$ cat config.mk
export PLATFORM = sky130hd
export DESIGN_NAME = move_ctrl_seq
export DESIGN_NICKNAME = d
export VERILOG_FILES = /design/src/logic/move_ctrl_pkg.sv /design/src/logic/pointer_pairs.sv /design/src/logic/move_ctrl_seq.sv
export SDC_FILE = /design/constraint.sdc
export NUM_CORES = 1
export LEC_CHECK = 0
export BUFFER_PORTS_ARGS = -buffer_cell sky130_fd_sc_hd__buf_2
export CORE_MARGIN = 4
export CORE_UTILIZATION = 55
export DETAILED_ROUTE_END_ITERATION = 8
export GPL_TIMING_DRIVEN = 1
export PLACE_DENSITY = 0.83
export SYNTH_ARGS = -nofsm -noshare
export SYNTH_HDL_FRONTEND = slang
export SYNTH_SLANG_ARGS = --single-unit
$ cat constraint.sdc
create_clock -name clock -period 5.25 [get_ports clock]
set_input_delay 0.525 -clock clock [delete_from_list [all_inputs] [get_ports clock]]
set_output_delay 0.525 -clock clock [all_outputs]
set_load 0.02 [all_outputs]
$ cat src/logic/move_ctrl_pkg.sv
// types and constants shared by the data-move / control-op sequencer
// assumes a single 50 MHz clock and one asynchronous active-high reset
package move_ctrl_pkg;

  // widths of the datapath
  localparam int unsigned DATA_W       = 8;
  localparam int unsigned PTR_W        = 16;
  localparam int unsigned GPR_IDX_W    = 5;
  localparam int unsigned DISP_W       = 6;
  localparam int unsigned CODE_ADDR_W  = 15;
  localparam int unsigned CODE_DATA_W  = 16;

  // register an operand-less code fetch targets
  localparam logic [4:0] LOW_WORD_GPR_IDX = 5'h00;

  // reset values
  localparam logic [15:0] PTR_RESET  = 16'h0000;
  localparam logic [7:0]  BYTE_RESET = 8'h00;

  // cycles each operation occupies the sequencer, issue cycle included
  localparam int unsigned STORE_CYCLES      = 2;
  localparam int unsigned CODE_FETCH_CYCLES = 3;
  localparam int unsigned CODE_WRITE_CYCLES = 2;
  localparam int unsigned STACK_CYCLES      = 2;
  localparam int unsigned CONTROL_CYCLES    = 1;

  // operations the sequencer accepts
  typedef enum logic [3:0] {
    op_none,
    indirect_write_op,
    offset_write_op,
    direct_write_op,
    code_fetch_op,
    code_write_op,
    stack_save_op,
    stack_restore_op,
    doze_op,
    watchdog_kick_op,
    debug_halt_op
  } op_t;

  // pointer pair selection
  typedef enum logic [1:0] {
    ptr_x,
    ptr_y,
    ptr_z
  } ptr_sel_t;

  // pointer adjustment around an indirect access
  typedef enum logic [1:0] {
    adj_none,
    adj_post_inc,
    adj_pre_dec
  } adj_t;

  // sequencer states
  typedef enum logic [2:0] {
    st_idle,
    st_store,
    st_fetch,
    st_fetch_wb,
    st_code_write,
    st_stack,
    st_halted
  } exec_state_t;

endpackage : move_ctrl_pkg

$ cat src/logic/pointer_pairs.sv
// three 16-bit pointer pairs with load and increment/decrement
// assumes updates arrive as one-cycle strobes on the core clock
`timescale 1ns/1ps
module pointer_pairs #(
  parameter int unsigned WIDTH = 16
) (
  // clock and reset
  input  wire logic                      clock,
  input  wire logic                      reset,
  // software-side load of a whole pair
  input  wire logic                      load_en,
  input  wire move_ctrl_pkg::ptr_sel_t   load_sel,
  input  wire logic [WIDTH-1:0]          load_value,
  // adjustment from the sequencer
  input  wire logic                      adjust_en,
  input  wire move_ctrl_pkg::ptr_sel_t   adjust_sel,
  input  wire logic                      adjust_dec,
  // current pair values
  output logic [WIDTH-1:0]               ptr_x_value,
  output logic [WIDTH-1:0]               ptr_y_value,
  output logic [WIDTH-1:0]               ptr_z_value
);
  import move_ctrl_pkg::*;

  typedef struct packed {
    logic [WIDTH-1:0] x;
    logic [WIDTH-1:0] y;
    logic [WIDTH-1:0] z;
  } pairs_t;

  pairs_t pairs_reg;
  pairs_t pairs_next;

  // full-width step, carry crosses into the high byte
  function automatic logic [WIDTH-1:0] step(input logic [WIDTH-1:0] v, input logic dec);
    step = dec ? WIDTH'(v - 1'b1) : WIDTH'(v + 1'b1);
  endfunction : step

  // adjust wins over a same-cycle load of that pair
  always_comb begin
    pairs_next = pairs_reg;
    if (load_en) begin
      case (load_sel)
        ptr_x:   pairs_next.x = load_value;
        ptr_y:   pairs_next.y = load_value;
        ptr_z:   pairs_next.z = load_value;
        default: pairs_next.x = pairs_reg.x;
      endcase
    end
    if (adjust_en) begin
      case (adjust_sel)
        ptr_x:   pairs_next.x = step(pairs_reg.x, adjust_dec);
        ptr_y:   pairs_next.y = step(pairs_reg.y, adjust_dec);
        ptr_z:   pairs_next.z = step(pairs_reg.z, adjust_dec);
        default: pairs_next.x = pairs_reg.x;
      endcase
    end
  end

  // pair storage
  always_ff @(posedge clock or posedge reset) begin
    if (reset) begin
      pairs_reg <= '0;
    end else begin
      pairs_reg <= pairs_next;
    end
  end

  assign ptr_x_value = pairs_reg.x;
  assign ptr_y_value = pairs_reg.y;
  assign ptr_z_value = pairs_reg.z;

endmodule : pointer_pairs

$ cat src/logic/move_ctrl_seq.sv
// sequencer for stores, code-memory access, stack and control operations
// assumes decode upstream, same-cycle reads from code memory and the stack
//
// Behaviour
// - plain indirect store, pointer kept, 2 cycles
// - store then pointer plus one, 2 cycles
// - pointer minus one then store, 2 cycles
// - store at second or third pointer plus displacement, 2 cycles
// - store at address from instruction, 2 cycles
// - code byte to register, optional increment, 3 cycles
// - write high:low register word to code
// - save register on stack, 2 cycles
// - restore register from stack, 2 cycles
// - doze, 1 cycle, to power management
// - watchdog kick, 1 cycle, restarts watchdog
// - debug halt, debug only, no flags
`timescale 1ns/1ps
module move_ctrl_seq (
  // clock and reset
  input  wire logic                                      clock,
  input  wire logic                                      reset,
  // issue port from the decoder
  input  wire logic                                      issue_valid,
  output logic                                           issue_ready,
  input  wire move_ctrl_pkg::op_t                        issue_op,
  input  wire move_ctrl_pkg::ptr_sel_t                   issue_ptr,
  input  wire move_ctrl_pkg::adj_t                       issue_adj,
  input  wire logic [move_ctrl_pkg::DISP_W-1:0]          issue_disp,
  input  wire logic [move_ctrl_pkg::PTR_W-1:0]           issue_direct_addr,
  input  wire logic [move_ctrl_pkg::GPR_IDX_W-1:0]       issue_gpr_idx,
  input  wire logic                                      issue_use_low_word,
  input  wire logic [move_ctrl_pkg::DATA_W-1:0]          source_gpr,
  input  wire logic [move_ctrl_pkg::DATA_W-1:0]          low_word_gpr,
  input  wire logic [move_ctrl_pkg::DATA_W-1:0]          high_word_gpr,
  // pointer pair load
  input  wire logic                                      ptr_load_en,
  input  wire move_ctrl_pkg::ptr_sel_t                   ptr_load_sel,
  input  wire logic [move_ctrl_pkg::PTR_W-1:0]           ptr_load_value,
  output logic [move_ctrl_pkg::PTR_W-1:0]                ptr_x_value,
  output logic [move_ctrl_pkg::PTR_W-1:0]                ptr_y_value,
  output logic [move_ctrl_pkg::PTR_W-1:0]                ptr_z_value,
  // data memory write port
  output logic                                           dmem_we,
  output logic [move_ctrl_pkg::PTR_W-1:0]                dmem_addr,
  output logic [move_ctrl_pkg::DATA_W-1:0]               dmem_wdata,
  // code memory port
  output logic                                           pmem_rd_en,
  output logic                                           pmem_we,
  output logic [move_ctrl_pkg::CODE_ADDR_W-1:0]          pmem_addr,
  output logic [move_ctrl_pkg::CODE_DATA_W-1:0]          pmem_wdata,
  input  wire logic [move_ctrl_pkg::CODE_DATA_W-1:0]     pmem_rdata,
  // stack port
  output logic                                           stack_push,
  output logic [move_ctrl_pkg::DATA_W-1:0]               stack_wdata,
  output logic                                           stack_pop,
  input  wire logic [move_ctrl_pkg::DATA_W-1:0]          stack_rdata,
  // register file write port
  output logic                                           gpr_we,
  output logic [move_ctrl_pkg::GPR_IDX_W-1:0]            gpr_widx,
  output logic [move_ctrl_pkg::DATA_W-1:0]               gpr_wdata,
  // status flags write strobe, never raised by these operations
  output logic                                           flags_we,
  // system control
  output logic                                           sleep_req,
  output logic                                           watchdog_restart,
  output logic                                           debug_halt,
  input  wire logic                                      debug_resume
);
  import move_ctrl_pkg::*;

  typedef struct packed {
    exec_state_t                state;
    logic                       dmem_we;
    logic [PTR_W-1:0]           dmem_addr;
    logic [DATA_W-1:0]          dmem_wdata;
    logic                       pmem_rd_en;
    logic                       pmem_we;
    logic [CODE_ADDR_W-1:0]     pmem_addr;
    logic                       pmem_hi_byte;
    logic [CODE_DATA_W-1:0]     pmem_wdata;
    logic                       stack_push;
    logic [DATA_W-1:0]          stack_wdata;
    logic                       gpr_we;
    logic [GPR_IDX_W-1:0]       gpr_widx;
    logic [DATA_W-1:0]          gpr_wdata;
    logic                       flags_we;
    logic                       sleep_req;
    logic                       watchdog_restart;
    logic                       debug_halt;
  } seq_t;

  seq_t seq_reg;
  seq_t seq_next;

  logic                 accept;
  logic                 adjust_en;
  logic                 adjust_dec;
  ptr_sel_t             adjust_sel;
  logic [PTR_W-1:0]     sel_ptr;

  // picks the current value of a pointer pair
  function automatic logic [PTR_W-1:0] pick_ptr(input ptr_sel_t sel, input logic [PTR_W-1:0] x,
                                                input logic [PTR_W-1:0] y, input logic [PTR_W-1:0] z);
    case (sel)
      ptr_x:   pick_ptr = x;
      ptr_y:   pick_ptr = y;
      default: pick_ptr = z;
    endcase
  endfunction : pick_ptr

  // pointer pair storage
  pointer_pairs #(
    .WIDTH       (PTR_W)
  ) u_pairs (
    .clock       (clock),
    .reset       (reset),
    .load_en     (ptr_load_en),
    .load_sel    (ptr_load_sel),
    .load_value  (ptr_load_value),
    .adjust_en   (adjust_en),
    .adjust_sel  (adjust_sel),
    .adjust_dec  (adjust_dec),
    .ptr_x_value (ptr_x_value),
    .ptr_y_value (ptr_y_value),
    .ptr_z_value (ptr_z_value)
  );

  // new work only from idle; halted waits for the debugger
  assign issue_ready = (seq_reg.state == st_idle);
  assign accept      = issue_valid && issue_ready;
  assign sel_ptr     = pick_ptr(issue_ptr, ptr_x_value, ptr_y_value, ptr_z_value);

  // pop in issue cycle, data lands next edge
  assign stack_pop = accept && (issue_op == stack_restore_op);

  // pointer adjustment happens on the accepting edge
  always_comb begin
    adjust_en  = 1'b0;
    adjust_dec = 1'b0;
    adjust_sel = issue_ptr;
    if (accept) begin
      case (issue_op)
        indirect_write_op: begin
          adjust_en  = (issue_adj != adj_none);
          adjust_dec = (issue_adj == adj_pre_dec);
        end
        code_fetch_op: begin
          // optional increment of the third pair
          adjust_en  = (issue_adj == adj_post_inc);
          adjust_sel = ptr_z;
        end
        default: adjust_en = 1'b0;
      endcase
    end
  end

  // next state and registered outputs
  always_comb begin
    seq_next = seq_reg;
    // strobes last one cycle unless set again
    seq_next.dmem_we          = 1'b0;
    seq_next.pmem_rd_en       = 1'b0;
    seq_next.pmem_we          = 1'b0;
    seq_next.stack_push       = 1'b0;
    seq_next.gpr_we           = 1'b0;
    seq_next.sleep_req        = 1'b0;
    seq_next.watchdog_restart = 1'b0;
    seq_next.debug_halt       = 1'b0;
    // these operations never touch the flags
    seq_next.flags_we         = 1'b0;
    case (seq_reg.state)
      st_idle: begin
        if (accept) begin
          case (issue_op)
            indirect_write_op: begin
              seq_next.state      = st_store;
              seq_next.dmem_we    = 1'b1;
              seq_next.dmem_wdata = source_gpr;
              seq_next.dmem_addr  = sel_ptr;
              if (issue_adj == adj_pre_dec) begin
                seq_next.dmem_addr = PTR_W'(sel_ptr - 1'b1);
              end
            end
            offset_write_op: begin
              // pointer plus displacement
              // the first pair takes no displacement; dropped
              if (issue_ptr != ptr_x) begin
                seq_next.state      = st_store;
                seq_next.dmem_we    = 1'b1;
                seq_next.dmem_addr  = PTR_W'(sel_ptr + {{(PTR_W-DISP_W){1'b0}}, issue_disp});
                seq_next.dmem_wdata = source_gpr;
              end
            end
            direct_write_op: begin
              seq_next.state      = st_store;
              seq_next.dmem_we    = 1'b1;
              seq_next.dmem_addr  = issue_direct_addr;
              seq_next.dmem_wdata = source_gpr;
            end
            code_fetch_op: begin
              // word address and byte lane from third pair
              seq_next.state        = st_fetch;
              seq_next.pmem_rd_en   = 1'b1;
              seq_next.pmem_addr    = ptr_z_value[PTR_W-1:1];
              seq_next.pmem_hi_byte = ptr_z_value[0];
              seq_next.gpr_widx     = issue_use_low_word ? LOW_WORD_GPR_IDX : issue_gpr_idx;
            end
            code_write_op: begin
              seq_next.state      = st_code_write;
              seq_next.pmem_we    = 1'b1;
              seq_next.pmem_addr  = ptr_z_value[PTR_W-1:1];
              seq_next.pmem_wdata = {high_word_gpr, low_word_gpr};
            end
            stack_save_op: begin
              seq_next.state       = st_stack;
              seq_next.stack_push  = 1'b1;
              seq_next.stack_wdata = source_gpr;
            end
            stack_restore_op: begin
              seq_next.state     = st_stack;
              seq_next.gpr_we    = 1'b1;
              seq_next.gpr_widx  = issue_gpr_idx;
              seq_next.gpr_wdata = stack_rdata;
            end
            doze_op: begin
              seq_next.sleep_req = 1'b1;
            end
            watchdog_kick_op: begin
              seq_next.watchdog_restart = 1'b1;
            end
            debug_halt_op: begin
              seq_next.state      = st_halted;
              seq_next.debug_halt = 1'b1;
            end
            default: seq_next.state = st_idle;
          endcase
        end
      end
      st_store: begin
        // store's second cycle; write strobe stands
        seq_next.state = st_idle;
      end
      st_fetch: begin
        // code memory answers while its read strobe stands
        seq_next.state     = st_fetch_wb;
        seq_next.gpr_we    = 1'b1;
        seq_next.gpr_wdata = seq_reg.pmem_hi_byte ? pmem_rdata[15:8] : pmem_rdata[7:0];
      end
      st_fetch_wb: begin
        // third cycle: register write stands
        seq_next.state = st_idle;
      end
      st_code_write: begin
        // unspecified length; two cycles like a store
        seq_next.state = st_idle;
      end
      st_stack: begin
        seq_next.state = st_idle;
      end
      st_halted: begin
        // halt is a pulse; the state holds off issue
        if (debug_resume) begin
          seq_next.state = st_idle;
        end
      end
      default: seq_next.state = st_idle;
    endcase
  end

  // single state register
  always_ff @(posedge clock or posedge reset) begin
    if (reset) begin
      seq_reg <= '{state: st_idle, default: '0};
    end else begin
      seq_reg <= seq_next;
    end
  end

  // outputs straight from the state register
  assign dmem_we          = seq_reg.dmem_we;
  assign dmem_addr        = seq_reg.dmem_addr;
  assign dmem_wdata       = seq_reg.dmem_wdata;
  assign pmem_rd_en       = seq_reg.pmem_rd_en;
  assign pmem_we          = seq_reg.pmem_we;
  assign pmem_addr        = seq_reg.pmem_addr;
  assign pmem_wdata       = seq_reg.pmem_wdata;
  assign stack_push       = seq_reg.stack_push;
  assign stack_wdata      = seq_reg.stack_wdata;
  assign gpr_we           = seq_reg.gpr_we;
  assign gpr_widx         = seq_reg.gpr_widx;
  assign gpr_wdata        = seq_reg.gpr_wdata;
  assign flags_we         = seq_reg.flags_we;
  assign sleep_req        = seq_reg.sleep_req;
  assign watchdog_restart = seq_reg.watchdog_restart;
  assign debug_halt       = seq_reg.debug_halt;

endmodule : move_ctrl_seq

==> results of run 1 <==
worst paths after layout:
kind,cells after the start,endpoint,from
max in group asynchronous,3,u_pairs.ptr_x_value[4],reset
min,2,dmem_wdata[6],reset
max,15,u_pairs.ptr_z_value[14],seq_reg[88]
max reg2reg,15,u_pairs.ptr_z_value[14],seq_reg[88]
min in group clock,3,pmem_wdata[6],low_word_gpr[6]
min reg2reg,2,stack_wdata[0],stack_wdata[0]
logic make-up after synthesis:
logic type | after synthesis
other | 1
buffers and inverters | 152
XOR/XNOR | 61
flip-flops | 136
AND/OR/NAND/NOR | 373
adder cells (fa/ha/maj) | 57
multiplexers | 60
AO/OA/AOI/OAI | 251
metal layers:
metal  share of wire [%]  up-vias
met1                  41     4120
li1                    -     4119
met2                  47      475
met3                 9.4       57
met5                   0        -
met4                 2.9        0
power groups by stage:
stage          clock, W  combinational, W  sequential [W]
6_report        0.00115           0.00194         0.00168
5_1_grt         0.00121           0.00211         0.00173
4_1_cts         0.00116           0.00194         0.00167
3_5_place_dp          0           0.00193         0.00169
3_3_place_gp          0           0.00189         0.00168
2_1_floorplan         0           0.00158         0.00170
final cells by class:
type	instances	area (sq um)
fillers	1413	5880
clock buffers	17	425
inverters	39	151
flip-flops and latches	136	3400
multi-input cells	803	5270
repair buffers	251	1280
clock inverters	15	131
well taps	220	275
through the flow:
| step | total power (W) | area, sq um | hold WS (ns) | worst slack [ns] | util [%] |
|---|---|---|---|---|---|
| 2_1_floorplan | 0.00328 | 9550 | 0.447 | 0.647 | - |
| 3_3_place_gp | 0.00357 | 10400 | 0.452 | 0.837 | 61.7 |
| 3_5_place_dp | 0.00362 | 10400 | 0.458 | 0.814 | 61.7 |
| 4_1_cts | 0.00478 | 10900 | 0.247 | 0.840 | 65.0 |
| 5_1_grt | 0.00504 | 10900 | 0.292 | 0.467 | 65.0 |
| 6_report | 0.00477 | 10900 | 0.221 | 0.764 | 65.0 |
critical path: cells and delay by family (launching register included):
| kind | cells | cell delay, ns |
|---|---|---|
| compound gates | 6 | 1.29 |
| simple gates | 4 | 1.09 |
| buf+inv | 3 | 1.08 |
| flops | 1 | 0.40 |
| fa+ha+maj | 1 | 0.29 |
| xor+xnor | 1 | 0.17 |
cells in the final DEF (no fill, tap or decap), drive strengths merged, types with 14 or more instances in the layout:
| cell | instances |
|---|---|
| xor2 | 15 |
| a21o | 20 |
| o21ai | 71 |
| clkbuf | 17 |
| and3 | 17 |
| buf | 251 |
| dfrtp | 136 |
| a31oi | 14 |
| nand2 | 202 |
| xnor2 | 46 |
| a21oi | 56 |
| nor2 | 46 |
| mux2 | 20 |
| ha | 53 |
| nor3 | 17 |
| mux2i | 40 |
| inv | 44 |
| nand2b | 15 |
| nand3 | 20 |
==> summary.md, run 1 <==
| Metric | Value |
|---|---|
| Net Sw Power | 0.00202 W |
| GRT met3 Usage | 4.67% |
| Final HPWL DP | 21.5 mm |
| Initial antenna violation count | 0 |
| Cell taking the most area after synthesis | dfrtp_1 |
| Largest family of logic cells by synthesized area | simple AND/OR/NAND/NOR gates |
| DR vias/cell | 5.92 |
| Yosys top cell area share | 35.7% |
| Tcrit/Tclk final | 85.5% |
| Mapped Nets | 1255 |
| CTS clk-pin slew, worst paths | 0.07 ns |
| Status | finished clean |
| Top-count cell post-synth | nand2_1 |
| CTS Hold Bufs | 0 |
| Max Cap Violations | 0 |
| Initial DRC Count | 902 |
| Peak supply drop | 297 uV |
| Final Hold Violating Endpoints | 0 |
| Critical path arrival | 4.77 ns |
| Compound-Gate Fraction of Synth Area | 16.9% |
| Post-CTS sizing | 0 |
| Static Leak | 5.59 nW |
| Sw frac | 42.5% |
| Setup TNS | 0 ns |
| Routed WL | 28.5 mm |
| Xor/xnor share of the synthesized area | 5.60% |
| #FFs+latches synth | 136 |
| CP max FO | 16 |
| I/O Buffers | 240 |
| Commonest cells in the netlist | nand2_1 (202), dfrtp_1 (136), buf_4 (78) |
| Sequential fraction of the synthesis area | 35.7% |
| Largest net degree at the start of global routing | 82 |
| # diodes | 0 |
| Setup Buffers After CTS | 0 |
| Global-route wire length before repair | 45.1 mm |
| Ys async rst share | 100% |
| Met1 usage | 39.1% |
| Met2 usage | 47.2% |
| Setup violators final | 0 |
| CTS H-tree depth | 4 |
| Layout cells sized above 1 | 24.8% |
| Int Pwr | 0.00274 W |
| Clock Path Buffers | 2 |
| RSZ-0062 raised after global routing | no |
| Main synth FF type | dfrtp_1 |
| EDFF count, synth | 0 |
| Starting density of the core | 56.8% |
| Critical path's slowest cell | inv_1 |
| Clock Latency Late Sink | 0.43 ns |
| Die area | 19500 sq um |
| Flop2flop setup slack | 0.76 ns |
| Top cells by area, synth | dfrtp_1 (36%), nand2_1 (7.9%), ha_1 (6.9%), buf_4 (6.1%), xnor2_1 (4.2%) |
| CTS buffer count | 17 |
| Routability cong. | 0.965 |
| Critical Path RT | 5.54 ns |
| Placed cell count | 1449 |
| Logic pwr share | 40.6% |
| Vias in the first global route | 8462 |
| Busiest grt layer | met2 |
| Clock sink count | 136 |
| Max_slew headroom | 26.1% |
| Seq pwr share | 35.2% |
| Clock skew | 0.00935 ns |
| Non-Filler Instances | 1481 |
| Area Overhead vs Synth | 14.6% |
| WL/cell | 19.3 um |
| Pre-Repair DR Iteration Count | 6 |
| Startpoint types | flop |
| Gr usage total | 28.7% |
| Clock network power share | 24.1% |
| Core area | 16800 sq um |
| Cells after Synth | 1091 |
| Die Y | 140 um |
| Crit-path cells | nor3_1, and2_1, nand3_1, buf_4, inv_1, buf_4, ha_1, nor2b_1, o21bai_1, a21oi_1, o41a_1, o21a_1, o41ai_1, xor2_1, a21oi_1 |
| Final Max Tran Viols | 0 |
| Max incr delay on CP | 0.51 ns |
| Io pins | 242 |
| DRT antenna net count | 0 |
| Residual DRC | 0 |
| Die X | 140 um |
| Synth warn | 0 |
| Adder-Cell Fraction of Synth Area | 7.79% |
| CTS tree | yes |
| Post-Syn Area | 9550 sq um |
| Setup crit end kind | flop |
| Total congestion overflow | 0 |
| WS Path Type | flop to flop |
| Synth Area in Simple Gates | 18.2% |
| Multiplexer share of the synthesized area | 6.69% |
| Fmax | 223 MHz |
| Yosys cell types | 67 |
| Mean post-synth cell area | 8.75 sq um |
| CTS Root Cell | clkbuf_16 |
| Detailed-route via count | 8771 |
| Slew at the pin closest to its max-slew limit | 1.09 ns |
| Pwr dens | 436 nW/um^2 |
| Final period demand of the worst path | 4.49 ns |
| Nets@finish | 1412 |
| # rows | 47 |
| Worst Hold Class | input port to async pin |
(Power assumes the default switching activity.)
==> run 2, diff against run 1 <==
- CELL_PAD_IN_SITES_DETAIL_PLACEMENT: not set -> 0
- CELL_PAD_IN_SITES_GLOBAL_PLACEMENT: not set -> 1
- CORE_UTILIZATION: 55 -> 40
- PLACE_DENSITY: 0.83 -> 0.82
==> summary.md, run 2 (same netlist as run 1, synthesis figures left out) <==
| Metric | Value |
|---|---|
| Status | finished clean |
| Fmax | 222 MHz |
| Clock Path Buffers | 2 |
| CTS Root Cell | clkbuf_16 |
| CP max FO | 16 |
| Total congestion overflow | 0 |
| Placed cell count | 1548 |
| CTS Hold Bufs | 0 |
| Max incr delay on CP | 0.57 ns |
| Global-route wire length before repair | 47.0 mm |
| Critical path's slowest cell | inv_1 |
| DRT antenna net count | 0 |
| Leading cell type in the layout, fill and taps excluded | buf_2 |
| Setup TNS | 0 ns |
| Most frequent cells in the layout | buf_2 (240), nand2_1 (202), dfrtp_1 (136), o21ai_0 (63), a21oi_1 (56) |
| Max_slew headroom | 21.3% |
| CTS H-tree depth | 4 |
| Setup Buffers After CTS | 0 |
| DR vias/cell | 5.41 |
| Final Hold Violating Endpoints | 0 |
| Finished Cell Area | 11100 sq um |
| Max Cap Violations | 0 |
| Layout cells sized above 1 | 24.9% |
| Pre-Repair DR Iteration Count | 5 |
| Slew at the pin closest to its max-slew limit | 1.17 ns |
| Sequential cell area | 3400 sq um |
| Final period demand of the worst path | 4.50 ns |
| Non-Filler Instances | 1581 |
| Initial antenna violation count | 2 |
| Critical path arrival | 4.82 ns |
| Gr usage total | 22.7% |
| Final Max Tran Viols | 0 |
| Worst path most repeated cell | a211oi_1 |
| Nets@finish | 1412 |
| Die X | 162 um |
| Setup crit end kind | flop |
| Residual DRC | 0 |
| Die Y | 162 um |
| Initial DRC Count | 509 |
| I/O Buffers | 240 |
| CTS buffer count | 17 |
| WS Path Type | flop to flop |
| Startpoint types | flop |
| Vias in the first global route | 8349 |
| Area occupied by multi-input gates | 5280 sq um |
| Io pins | 242 |
| Critical Path RT | 5.57 ns |
| Filler Cell Count | 2344 |
| RSZ-0062 raised after global routing | no |
| Final HPWL DP | 23.0 mm |
| WL/cell | 19.2 um |
| Crit-path cells | nor3_1, and2_1, nand3_1, inv_1, ha_1, a211oi_1, nor3_1, a211oi_1, o21ai_0, o221ai_1, xnor2_1, a211oi_1, a311oi_1 |
| # rows | 56 |
| Post-CTS sizing | 0 |
| Static Leak | 5.61 nW |
| Placed cell area | 10500 sq um |
| Setup violators final | 0 |
| Clock sink count | 136 |
| Tcrit/Tclk final | 85.7% |
| Routed WL | 30.3 mm |
| CTS clk-pin slew, worst paths | 0.06 ns |
| Area Overhead vs Synth | 16.5% |
| Worst Hold Class | input port to flop |
| CTS tree | yes |
| Clock skew | 0.0150 ns |
| Peak supply drop | 231 uV |
| Starting density of the core | 40.7% |
| Clock Latency Late Sink | 0.43 ns |
| Routability cong. | 0.920 |
| Die area | 26400 sq um |
| Largest net degree at the start of global routing | 104 |
| Core area | 23500 sq um |
| Pwr dens | 435 nW/um^2 |
| Detailed-route via count | 8546 |
-- run 2: metrics by stage --
stage / hold WS, ns / utilization [%] / worst slack [ns] / total power (W)
6_report: 0.292 / 47.4 / 0.748 / 0.00484
5_1_grt: 0.292 / 47.4 / 0.407 / 0.00515
4_1_cts: 0.276 / 47.4 / 0.815 / 0.00488
3_5_place_dp: 0.457 / 44.9 / 0.840 / 0.00363
3_3_place_gp: 0.452 / 44.9 / 1.06 / 0.00360
2_1_floorplan: 0.447 / - / 0.647 / 0.00328
-- run 2: layout make-up --
| class | instances | share of cell area (%) |
|---|---|---|
| antenna | 1 | 0.0225 |
| inverter | 39 | 1.36 |
| timing repair buffer | 251 | 11.7 |
| multi-input combinational | 803 | 47.4 |
| clock inverter | 14 | 1.48 |
| sequential | 136 | 30.6 |
| tap | 319 | 3.59 |
| clock buffer | 18 | 3.86 |
-- run 2: layer usage --
layer / global-route usage (%) / vias to the layer above / part of all wire, %
li1: - / 4109 / -
met1: 31.5 / 4043 / 45
met2: 35.0 / 341 / 44
met3: 4.83 / 49 / 7.8
met4: 8.11 / 4 / 2.9
met5: 0 / - / 0.073
-- run 2: worst max-delay path: cells and delay by family, from the launching register on --
| family | cells | cell delay [ns] |
|---|---|---|
| xor+xnor | 1 | 0.18 |
| buf+inv | 1 | 0.57 |
| compound gates | 6 | 1.75 |
| simple gates | 4 | 1.11 |
| flops | 1 | 0.40 |
| fa+ha+maj | 1 | 0.38 |
-- run 2: path summary, 6_finish.rpt --
path                                   from                 endpoint  slack (ns)  cells past startpoint
setup / recovery                seq_reg[88]  u_pairs.ptr_x_value[15]        0.75                     13
hold / removal             high_word_gpr[0]            pmem_wdata[8]        0.29                      3
setup reg to reg                seq_reg[88]  u_pairs.ptr_x_value[15]        0.75                     13
hold reg to reg               dmem_wdata[2]            dmem_wdata[2]        0.47                      2
max in group asynchronous             reset   u_pairs.ptr_z_value[5]        3.84                      3
min in group asynchronous             reset             dmem_addr[5]        0.33                      2
-- run 2: where the power goes --
part / switching, W / internal, W / leakage [nW]
clock: 0.000521 / 0.000713 / 0.278
combinational: 0.00120 / 0.000726 / 3.63
sequential: 0.000287 / 0.00139 / 1.70
==> run 3, diff against run 2 <==
- ABC_AREA: not set -> 1
- CORE_UTILIZATION: 40 -> 39
==> summary.md, run 3 <==
| Metric | Value |
|---|---|
| Tcrit/Tclk final | 72.2% |
| Flop2flop setup slack | 1.46 ns |
| # rows | 59 |
| Static Leak | 6.45 nW |
| Max Cap Violations | 0 |
| WL/cell | 17.8 um |
| Global-route wire length before repair | 52.7 mm |
| Critical R2R Capture | u_pairs.ptr_x_value[15] |
| Setup crit end kind | flop |
| Final period demand of the worst path | 3.79 ns |
| Placed cell count | 1883 |
| Die area | 29100 sq um |
| Main synth FF type | dfrtp_1 |
| Clock Path Buffers | 2 |
| WS Path Type | flop to flop |
| Vias in the first global route | 9466 |
| CP max FO | 42 |
| Worst Hold Class | input port to async pin |
| Non-Filler Instances | 1916 |
| Cell taking the most area after synthesis | dfrtp_1 |
| Die Y | 171 um |
| Cells after Synth | 1406 |
| Setup violators final | 0 |
| Clock skew | 0.0135 ns |
| FF-to-FF Start | seq_reg[88] |
| CTS buffer count | 17 |
| DRT antenna net count | 0 |
| Max_slew headroom | 20.3% |
| Post-Syn Area | 10300 sq um |
| I/O Buffers | 240 |
| Routed WL | 34.2 mm |
| Setup TNS | 0 ns |
| Synth warn | 0 |
| Yosys cell types | 52 |
| DR vias/cell | 5.13 |
| Leading cell type in the layout, fill and taps excluded | nand2_1 |
| Core area | 26100 sq um |
| Post-CTS sizing | 0 |
| Mean post-synth cell area | 7.34 sq um |
| Nets@finish | 1731 |
| Most frequent cells in the layout | nand2_1 (349), buf_2 (240), inv_1 (166), dfrtp_1 (136), nand3_1 (108) |
| Starting density of the core | 39.6% |
| Final Hold Violating Endpoints | 0 |
| Mapped Nets | 1570 |
| Detailed-route via count | 9830 |
| Critical Path RT | 5.57 ns |
| Residual DRC | 0 |
| Io pins | 242 |
| Gr usage total | 23.0% |
| Top cells by area, synth | dfrtp_1 (33%), nand2_1 (13%), ha_1 (6.4%), inv_1 (6.1%), buf_4 (5.9%) |
| Commonest cells in the netlist | nand2_1 (349), inv_1 (167), dfrtp_1 (136) |
| Top-count cell post-synth | nand2_1 |
| Layout cells sized above 1 | 23.1% |
| Pwr dens | 430 nW/um^2 |
| Reg2Reg Depth | 19 |
| Initial antenna violation count | 2 |
| Area Overhead vs Synth | 14.6% |
| CTS clk-pin slew, worst paths | 0.07 ns |
| Crit path from | seq_reg[88] |
| Sequential fraction of the synthesis area | 33.0% |
| EDFF count, synth | 0 |
| Clock sink count | 136 |
| Finished Cell Area | 11800 sq um |
| #FFs+latches synth | 136 |
| Total congestion overflow | 0 |
| CTS H-tree depth | 4 |
| Largest net degree at the start of global routing | 57 |
| Clock Latency Late Sink | 0.43 ns |
| Critical path arrival | 4.11 ns |
| Slew at the pin closest to its max-slew limit | 1.19 ns |
| Ys async rst share | 100% |
| CTS Hold Bufs | 0 |
| Filler Cell Count | 2708 |
| Routability cong. | 0.916 |
| Fmax | 264 MHz |
| Die X | 171 um |
| Startpoint types | flop |
| Yosys top cell area share | 33.0% |
| Peak supply drop | 241 uV |
| CTS tree | yes |
| CTS Root Cell | clkbuf_16 |
| Tot Pwr | 0.00509 W |
| Final HPWL DP | 27.2 mm |
| Final Max Tran Viols | 0 |
| Placed cell area | 11300 sq um |
| Pre-Repair DR Iteration Count | 5 |
| Initial DRC Count | 709 |
| RSZ-0062 raised after global routing | no |
| Status | finished clean |
| Setup Buffers After CTS | 0 |
-- run 3: layout make-up --
class / count / area [sq um] / area share [%]
antenna: 1 / 2.50 / 0.0212
clock buffer: 18 / 429 / 3.63
clock inverter: 14 / 134 / 1.13
inverter: 176 / 666 / 5.63
multi-input combinational: 988 / 5510 / 46.6
sequential: 136 / 3400 / 28.8
tap: 335 / 419 / 3.54
timing repair buffer: 248 / 1260 / 10.7
-- run 3: worst max path at each step --
stage          depth (start not counted)                       to  slack (ns)
2_1_floorplan                          1               debug_halt        1.09
3_3_place_gp                          20  u_pairs.ptr_x_value[15]        1.49
3_5_place_dp                          20  u_pairs.ptr_x_value[15]        1.44
4_1_cts                               19  u_pairs.ptr_x_value[15]        1.49
5_1_grt                               19  u_pairs.ptr_x_value[15]        1.07
6_report                              19  u_pairs.ptr_x_value[15]        1.46
-- run 3: per-layer routing --
layer	up-vias	GRT usage (%)	part of all wire, %	routed length [um]
met2	361	38.1	46	15800
met3	36	4.67	8.0	2730
li1	4866	-	-	-
met1	4565	31.1	44	15100
met5	-	0	0.032	11
met4	2	5.66	1.6	554
-- run 3: cell families after synthesis --
kind of cell | share of synthesized area, %
AND/OR/NAND/NOR | 27.4
buffers and inverters | 13.7
AO/OA/AOI/OAI | 13.6
flip-flops | 33.0
adder cells (fa/ha/maj) | 7.20
multiplexers | 2.92
XOR/XNOR | 2.21
other | 0.0363
-- run 3: metrics by stage --
| step | setup WS [ns] | hold slack [ns] | util [%] |
|---|---|---|---|
| detailed placement | 1.44 | 0.458 | 43.2 |
| CTS | 1.49 | 0.102 | 45.4 |
| global route | 1.07 | 0.118 | 45.4 |
| floorplan | 1.09 | 0.443 | - |
| finish | 1.46 | 0.0923 | 45.4 |
| global placement | 1.49 | 0.450 | 43.2 |
-- run 3: power by group --
| part | switching [W] | internal [W] |
|---|---|---|
| clock | 0.000551 | 0.000627 |
| sequential | 0.000299 | 0.00142 |
| combinational | 0.00145 | 0.000739 |
-- run 3: critical path: stages (launching register included) --
cell and delay, ns:
dfrtp_1 0.40, nor3_2 0.19, nand2_1 0.07, buf_4 0.20
inv_1 0.36, nand3_1 0.12, buf_4 0.21, inv_1 0.06
buf_4 0.41, ha_1 0.38, a21oi_1 0.14, nand2_1 0.09
a21oi_1 0.25, o21ai_0 0.25, nand3b_1 0.18, nand2_1 0.06
nand2_1 0.06, nand3_1 0.07, nand2_1 0.08, nand2_1 0.04
